[src/verilog/flash_ctl_pkg.sv]
/*
 Constants, command carrier and sequencer states for the flash write control front end.
 Assumes a 16-bit peripheral bus with byte addresses and two byte enables.
*/
package flash_ctl_pkg;
	// Register map
	localparam logic [23:0] LOW_ADDR = 24'h0E0000;
	localparam logic [23:0] HIGH_ADDR = 24'h0E0002;
	localparam logic [23:0] REG_LAST = 24'h0E0015;
	localparam logic [15:0] RESET_VAL = 16'h0000;
	localparam logic [15:0] TRAP_CODE = 16'h009B;
	// Low word fields
	localparam int L_BANK1 = 6;
	localparam int L_BANK0 = 5;
	localparam int L_LOCK = 4;
	localparam int L_BANK3 = 2;
	localparam int L_BANK2 = 1;
	// High word fields
	localparam int H_START = 15;
	localparam int H_OPERATION_SUSPEND = 14;
	localparam int H_WPG = 13;
	localparam int H_DOUBLE_WORD_PROGRAM_SELECT = 12;
	localparam int H_SER = 11;
	localparam int H_SPR = 8;
	localparam int H_MODULE_SELECT = 7;
	localparam logic [15:0] HIGH_WMASK = 16'hF980;
	// Protection registers live in bank 2
	localparam logic [1:0] PROT_BANK = 2'h2;

	typedef struct packed {
		logic start;
		logic resume;
		logic word;
		logic dword;
		logic erase;
		logic protect;
		logic module_sel;
		logic [1:0] bank;
	} op_cmd_t;

	typedef enum logic [1:0] {ST_IDLE, ST_RUN, ST_OPERATION_SUSPEND} seq_state_t;
endpackage

[src/verilog/bank_access_guard.sv]
/*
 Gate for CPU accesses to the flash arrays: blocks busy banks and the test sector.
 Assumes bootstrap is already synchronised and bank_busy comes from the same clock.
*/
module bank_access_guard (
	// Clock and reset
	input wire logic core_clk,
	input wire logic rstn,
	// State from the control block
	input wire logic [3:0] bank_busy,
	input wire logic bootstrap,
	// Array access
	input wire logic arr_req,
	input wire logic arr_we,
	input wire logic [1:0] arr_bank,
	input wire logic arr_test_sector,
	output logic arr_grant,
	output logic arr_trap
);
	wire bank_blocked = bank_busy[arr_bank];
	// Writes never reach the test sector; reads only in bootstrap mode
	wire test_hidden = arr_test_sector & (arr_we | ~bootstrap);
	assign arr_grant = arr_req & ~bank_blocked & ~test_hidden;

	always_ff @(posedge core_clk or negedge rstn) begin
		if (!rstn) begin
			arr_trap <= 1'b0;
		end else begin
			arr_trap <= arr_req & ~arr_we & bank_blocked;
		end
	end
endmodule

[src/verilog/flash_write_control_status.sv]
/*
 Control low/high words of the flash program/erase controller, with launch, suspend,
 resume and completion sequencing and the bank access guard.
 Assumes the program/erase engine and the data, address and error registers sit outside
 and share core_clk; the bootstrap strap arrives asynchronously on a pin.
*/
// Summary of operation
// Start of a write on the 16-bit module marks the target bank 3 or 2 busy.
// A set-protection operation always marks bank 2 busy.
// Reading a busy bank gives invalid data and raises trap 009Bh.
// Writing a busy bank is ignored.
// Busy clears at end of operation or when a suspend takes effect.
// Resuming a suspended operation sets the affected busy flags again.
// Banks 1 and 0 of the 32-bit module behave the same way.
// While locked, control registers read invalid with trap and ignore writes.
// Setting write start sets the lock flag at once.
// The lock flag stays readable; software polls it before other accesses.
// Error register updates only once lock and all busy flags are clear.
// User writes to the test sector are always denied.
// The test sector is visible only in bootstrap mode.
// Both control words reset to zero.
// Software loads address, data and operation before setting write start.
// Module select picks 16-bit or 32-bit module and clears at the end.
// Only one program or erase runs at a time.
// Low word holds busy 1,0 at 6,5, lock at 4, busy 3,2 at 2,1.
// High word holds start, suspend, word, double word, erase at bits 15 to 11.
module flash_write_control_status (
	// Clock and reset
	input wire logic core_clk,
	input wire logic rstn,
	// Peripheral register bus
	input wire logic [23:0] bus_addr,
	input wire logic [15:0] bus_wdata,
	input wire logic [1:0] bus_be,
	input wire logic bus_wr,
	input wire logic bus_rd,
	output logic [15:0] bus_rdata,
	output logic bus_trap,
	output logic [15:0] trap_code,
	// Program/erase engine
	input wire logic [1:0] target_bank,
	input wire logic engine_suspended,
	input wire logic op_done,
	output flash_ctl_pkg::op_cmd_t cmd,
	output logic suspend_req,
	output logic reg_lock,
	output logic [3:0] bank_busy,
	output logic err_update_en,
	// Array access
	input wire logic bootstrap_pin,
	input wire logic arr_req,
	input wire logic arr_we,
	input wire logic [1:0] arr_bank,
	input wire logic arr_test_sector,
	output logic arr_grant,
	output logic arr_trap
);
	function automatic logic [3:0] bank_mask(input logic [1:0] b);
		bank_mask = 4'h1 << b;
	endfunction

	function automatic logic [15:0] merge(input logic [15:0] old, input logic [15:0] nw,
		input logic [1:0] be);
		merge = {be[1] ? nw[15:8] : old[15:8], be[0] ? nw[7:0] : old[7:0]};
	endfunction

	logic [15:0] high_word;
	logic lock;
	logic [3:0] busy;
	logic [1:0] op_bank;
	logic boot_meta;
	logic boot_sync;
	flash_ctl_pkg::seq_state_t state;
	flash_ctl_pkg::seq_state_t next_state;
	flash_ctl_pkg::op_cmd_t next_cmd;

	// Address decode
	wire [23:0] word_addr = {bus_addr[23:1], 1'b0};
	wire hit_low = word_addr == flash_ctl_pkg::LOW_ADDR;
	wire hit_high = word_addr == flash_ctl_pkg::HIGH_ADDR;
	wire in_range = (bus_addr >= flash_ctl_pkg::LOW_ADDR) && (bus_addr <= flash_ctl_pkg::REG_LAST);

	// Write qualification
	wire [15:0] wr_value = merge(high_word, bus_wdata, bus_be) & flash_ctl_pkg::HIGH_WMASK;
	wire wr_high_ok = bus_wr & hit_high & ~lock;
	wire go_bit = wr_value[flash_ctl_pkg::H_START] & ~wr_value[flash_ctl_pkg::H_OPERATION_SUSPEND];
	wire start_ok = wr_high_ok & go_bit & (state == flash_ctl_pkg::ST_IDLE);
	wire resume_ok = wr_high_ok & go_bit & (state == flash_ctl_pkg::ST_OPERATION_SUSPEND);
	// Suspend must reach the engine while locked; it is passed on, not stored
	wire operation_suspend_hit = bus_wr & hit_high & bus_be[1] & bus_wdata[flash_ctl_pkg::H_OPERATION_SUSPEND]
		& (state == flash_ctl_pkg::ST_RUN);
	// Clear module select means 16-bit module banks 3/2, set means banks 1/0
	wire [1:0] launch_bank = wr_value[flash_ctl_pkg::H_SPR] ? flash_ctl_pkg::PROT_BANK :
		{~wr_value[flash_ctl_pkg::H_MODULE_SELECT], target_bank[0]};
	wire run_done = (state == flash_ctl_pkg::ST_RUN) & op_done;
	wire run_operation_suspend = (state == flash_ctl_pkg::ST_RUN) & engine_suspended & ~op_done;

	// Read path
	wire [15:0] low_full = {9'h000, busy[1], busy[0], lock, 1'b0, busy[3], busy[2], 1'b0};
	wire [15:0] low_view = lock ? (16'h0001 << flash_ctl_pkg::L_LOCK) : low_full;
	wire rd_blocked = bus_rd & in_range & ~hit_low & lock;
	wire [15:0] rd_value = hit_low ? low_view : (hit_high ? high_word : 16'h0000);

	assign next_cmd.start = start_ok;
	assign next_cmd.resume = resume_ok;
	assign next_cmd.word = wr_value[flash_ctl_pkg::H_WPG];
	assign next_cmd.dword = wr_value[flash_ctl_pkg::H_DOUBLE_WORD_PROGRAM_SELECT];
	assign next_cmd.erase = wr_value[flash_ctl_pkg::H_SER];
	assign next_cmd.protect = wr_value[flash_ctl_pkg::H_SPR];
	assign next_cmd.module_sel = wr_value[flash_ctl_pkg::H_MODULE_SELECT];
	assign next_cmd.bank = start_ok ? launch_bank : op_bank;

	always_comb begin
		next_state = state;
		case (state)
			flash_ctl_pkg::ST_IDLE: begin
				if (start_ok) begin
					next_state = flash_ctl_pkg::ST_RUN;
				end
			end
			flash_ctl_pkg::ST_RUN: begin
				if (run_done) begin
					next_state = flash_ctl_pkg::ST_IDLE;
				end else if (run_operation_suspend) begin
					next_state = flash_ctl_pkg::ST_OPERATION_SUSPEND;
				end
			end
			flash_ctl_pkg::ST_OPERATION_SUSPEND: begin
				if (resume_ok) begin
					next_state = flash_ctl_pkg::ST_RUN;
				end
			end
			default: next_state = flash_ctl_pkg::ST_IDLE;
		endcase
	end

	always_ff @(posedge core_clk or negedge rstn) begin
		if (!rstn) begin
			state <= flash_ctl_pkg::ST_IDLE;
			high_word <= flash_ctl_pkg::RESET_VAL;
			lock <= 1'b0;
			busy <= 4'h0;
			op_bank <= 2'h0;
		end else begin
			state <= next_state;
			if (run_done) begin
				high_word <= flash_ctl_pkg::RESET_VAL;
			end else if (wr_high_ok) begin
				high_word <= wr_value;
			end
			if (start_ok | resume_ok) begin
				lock <= 1'b1;
			end else if (run_done | run_operation_suspend) begin
				lock <= 1'b0;
			end
			if (start_ok) begin
				busy <= bank_mask(launch_bank);
				op_bank <= launch_bank;
			end else if (resume_ok) begin
				busy <= bank_mask(op_bank);
			end else if (run_done | run_operation_suspend) begin
				busy <= 4'h0;
			end
		end
	end

	always_ff @(posedge core_clk or negedge rstn) begin
		if (!rstn) begin
			cmd <= '0;
			suspend_req <= 1'b0;
			bus_rdata <= 16'h0000;
			bus_trap <= 1'b0;
			boot_meta <= 1'b0;
			boot_sync <= 1'b0;
		end else begin
			if (start_ok | resume_ok) begin
				cmd <= next_cmd;
			end else begin
				cmd.start <= 1'b0;
				cmd.resume <= 1'b0;
			end
			suspend_req <= operation_suspend_hit;
			bus_rdata <= rd_blocked ? 16'h0000 : rd_value;
			bus_trap <= rd_blocked;
			boot_meta <= bootstrap_pin;
			boot_sync <= boot_meta;
		end
	end

	assign trap_code = flash_ctl_pkg::TRAP_CODE;
	assign reg_lock = lock;
	assign bank_busy = busy;
	assign err_update_en = ~lock & ~|busy;

	bank_access_guard u_guard (
		.core_clk(core_clk),
		.rstn(rstn),
		.bank_busy(busy),
		.bootstrap(boot_sync),
		.arr_req(arr_req),
		.arr_we(arr_we),
		.arr_bank(arr_bank),
		.arr_test_sector(arr_test_sector),
		.arr_grant(arr_grant),
		.arr_trap(arr_trap)
	);
endmodule

[config.mk]
export PLATFORM = sky130hd
export DESIGN_NAME = flash_write_control_status
export DESIGN_NICKNAME = d
export VERILOG_FILES = /design/src/verilog/flash_ctl_pkg.sv /design/src/verilog/bank_access_guard.sv /design/src/verilog/flash_write_control_status.sv
export SDC_FILE = /design/constraint.sdc
export NUM_CORES = 1
export LEC_CHECK = 0
export ABC_AREA = 1
export BUFFER_PORTS_ARGS = -buffer_cell sky130_fd_sc_hd__clkbuf_2
export CORE_MARGIN = 3
export CORE_UTILIZATION = 49
export DETAILED_ROUTE_END_ITERATION = 10
export GPL_TIMING_DRIVEN = 1
export HOLD_SLACK_MARGIN = 0.05
export PLACE_DENSITY = 0.85
export SYNTH_ARGS = -nofsm -noshare
export SYNTH_HDL_FRONTEND = slang
export SYNTH_SLANG_ARGS = --single-unit
[constraint.sdc]
create_clock -name core_clk -period 1.9 [get_ports core_clk]
set_clock_uncertainty 0.1 [all_clocks]
set_input_delay 0.19 -clock core_clk [delete_from_list [all_inputs] [get_ports core_clk]]
set_output_delay 0.19 -clock core_clk [all_outputs]
set_load 0.005 [all_outputs]
==> run_results.csv <==
group,metric,value,unit
critical_path,critPathCaptureType,"flop",
floorplan,dieArea,5090,µm²
grt,grt_overflow,0,
clock_network,clk_latency,0.30,ns
routing,first_iter_violations,99,
sta,finalSetupViolCount,0,
floorplan,fp.coreArea,4060,µm²
placement,place_congestion,0.771,
yosys,yosys_warnings,0,
clock_network,htreeDepth,2,
run,cap_violations,0,
grt,track_usage,0.178,
sta,slew_viol_final,0,
clock_network,clockBufferDepth,2,
critical_path,start_kind,"input port",
power_and_ir_drop,power.total,1.81,mW
sta,worstMarginPinSlew,0.594,ns
final_layout,layout.nets,392,
floorplan,die_h,71.3,µm
critical_path,path_class,"input port to flop",
sta,slew_headroom,0.604,
final_layout,drive_gt1_frac,0.306,
placement,place.port_buffers,75,
clock_network,cts_sinks,42,
routing,ant_nets,0,
yosys,netlist_instances,248,
yosys,yosysUniqueCellTypes,25,
floorplan,die_w,71.3,µm
floorplan,io_pins,107,
yosys,ys_seq_area_frac,0.503,
sta,hold_viol,0,
floorplan,fp-row-count,23,
routing,via_per_inst,4.81,
outcome,status,"complete, no violations",
routing,drcViolationCount,0,
floorplan,initial_core_util,0.515,
grt,grt_max_degree,43,
final_layout,finalNonFillerCells,387,
grt,grt_pass1_vias,1691,
critical_path,arrival,1.78,ns
sta,rsz0062_at_grt,"no",
clock_network,clk_root_buffer_cell,"clkbuf_8",
power_and_ir_drop,powerDensity,695,nW/µm²
final_layout,design_area,2610,µm²
clock_network,clk_pin_slew_worst_paths,0.08,ns
sta,period_needed,1.69,ns
yosys,synth_area,2090,µm²
placement,hpwl,3.45,mm
placement,placed_cells,373,
final_layout,syn_to_final_growth,24.9,%
routing,wl_per_cell,11.3,µm
yosys,avgSynthCellArea,8.43,µm²
grt,antenna_found_initial,0,
routing,vias,1862,
clock_network,cts_buffers,5,
routing,routed_wl,4.35,mm
power_and_ir_drop,vdd_drop_max,0.361,mV
grt,grt_pass1_wl,7.23,mm
critical_path,crit_required,1.98,ns
sta,fmax,0.591,GHz
critical_path,crit_fanout,13,
placement,place_area,2460,µm²
worst_hold_path,hold_class,"input port to flop",
power_and_ir_drop,p_leak,1.43,nW
final_layout,layout_common_cells,"75 x clkbuf_2, 42 x dfrtp_1, 40 x nand2_1",
final_layout,final_common_cell,"clkbuf_2",
sta,finalCritPeriodShare,0.891,
final_layout,n_antenna_cell,0,
yosys,ys_ff_latch,42,
clock_network,cts_tree,"built",
sta,setup_tns,0,ns
routing,drtPass1Iterations,4,
[metal layers]
metal  vias to the layer above  GRT usage  routed length, µm
met5                         -          0                  0
met3                         8     0.0421                399
met4                         0     0.0689                 72
li1                        940          -                  -
met2                        81      0.303               2110
met1                       833      0.219               1770
[area by class of cell]
class | instances | area (µm²)
Clock buffer | 7 | 86.3
Clock inverter | 1 | 5.00
Fill cell | 336 | 1450
Inverter | 31 | 116
Multi-Input combinational cell | 169 | 806
Sequential cell | 42 | 1050
Tap cell | 50 | 62.6
Timing Repair Buffer | 87 | 484
[through the flow]
step | util | hold slack, ns | setup slack (ns)
after floorplan | - | -0.206 | 0.507
after global placement | 0.605 | 0.178 | 0.170
after detailed placement | 0.605 | 0.183 | 0.158
after CTS | 0.643 | 0.0731 | 0.191
after global routing | 0.644 | 0.0906 | 0.0188
final | 0.644 | 0.0781 | 0.208
[cell usage after synthesis, drive strengths merged]
| cell | instances | area share |
|---|---|---|
| dfrtp | 42 | 0.50 |
| nand2 | 40 | 0.072 |
| nor2 | 38 | 0.072 |
| inv | 31 | 0.056 |
| buf | 24 | 0.089 |
| nand3 | 17 | 0.043 |
| o21ai | 17 | 0.050 |
| nor3 | 13 | 0.036 |
| nand4 | 12 | 0.036 |
| o22ai | 6 | 0.018 |
| conb | 2 | 0.0036 |
| or2 | 2 | 0.0072 |
| a211oi | 1 | 0.0060 |
| a21oi | 1 | 0.0024 |
| nand3b | 1 | 0.0036 |
| o32ai | 1 | 0.0042 |
[repair_timing]
action / CTS / global route
setup buffers: 0 / 0
hold buffers: 6 / 0
gates resized for setup: 0 / 1
hold endpoints to repair: 46 / 0
endpoints found under the setup margin: 0 / 1
[registers in the layout, summed over array words and instances (netlist names)]
signal and count:
high_word 7, op_bank 2, cmd 9, u_guard.arr_trap 1
boot_sync 1, bank_busy 4, boot_meta 1, bus_trap 1
reg_lock 1, state 2, bus_rdata 12, suspend_req 1
[logic make-up after synthesis]
| group | synth area share |
|---|---|
| simple gates | 0.269 |
| buf+inv | 0.144 |
| flops | 0.503 |
| compound gates | 0.0802 |
| other cells | 0.00359 |
[report_power, final]
part           total (mW)  internal, mW  leakage [nW]  switching, mW
Sequential          0.962         0.935         0.571         0.0270
Clock               0.574         0.293        0.0482          0.281
Combinational       0.278         0.105         0.808          0.174
Total                1.81          1.33          1.43          0.482
[path summary, 6_finish.rpt]
check / start / end / slack [ns] / cells after the start
min: op_done / state[1] / 0.08 / 3
max reg2reg: bank_busy[0] / u_guard.arr_trap / 0.24 / 5
min in group asynchronous: rstn / u_guard.arr_trap / 0.39 / 3
min reg2reg: boot_meta / boot_sync / 0.25 / 0
max: bus_wdata[14] / cmd[1] / 0.21 / 11
max in group asynchronous: rstn / op_bank[1] / 0.95 / 3
[worst max-delay path, stage by stage]
cell	delay, ns
dlygate4sd3_1	0.53
clkbuf_2	0.10
nand2_1	0.09
o21ai_0	0.14
nor2_2	0.18
buf_6	0.17
nand4_1	0.12
nand2_1	0.09
nand2_1	0.06
nand2_1	0.06
nand2_1	0.05
Note: power is estimated with default switching activity, not from simulation.
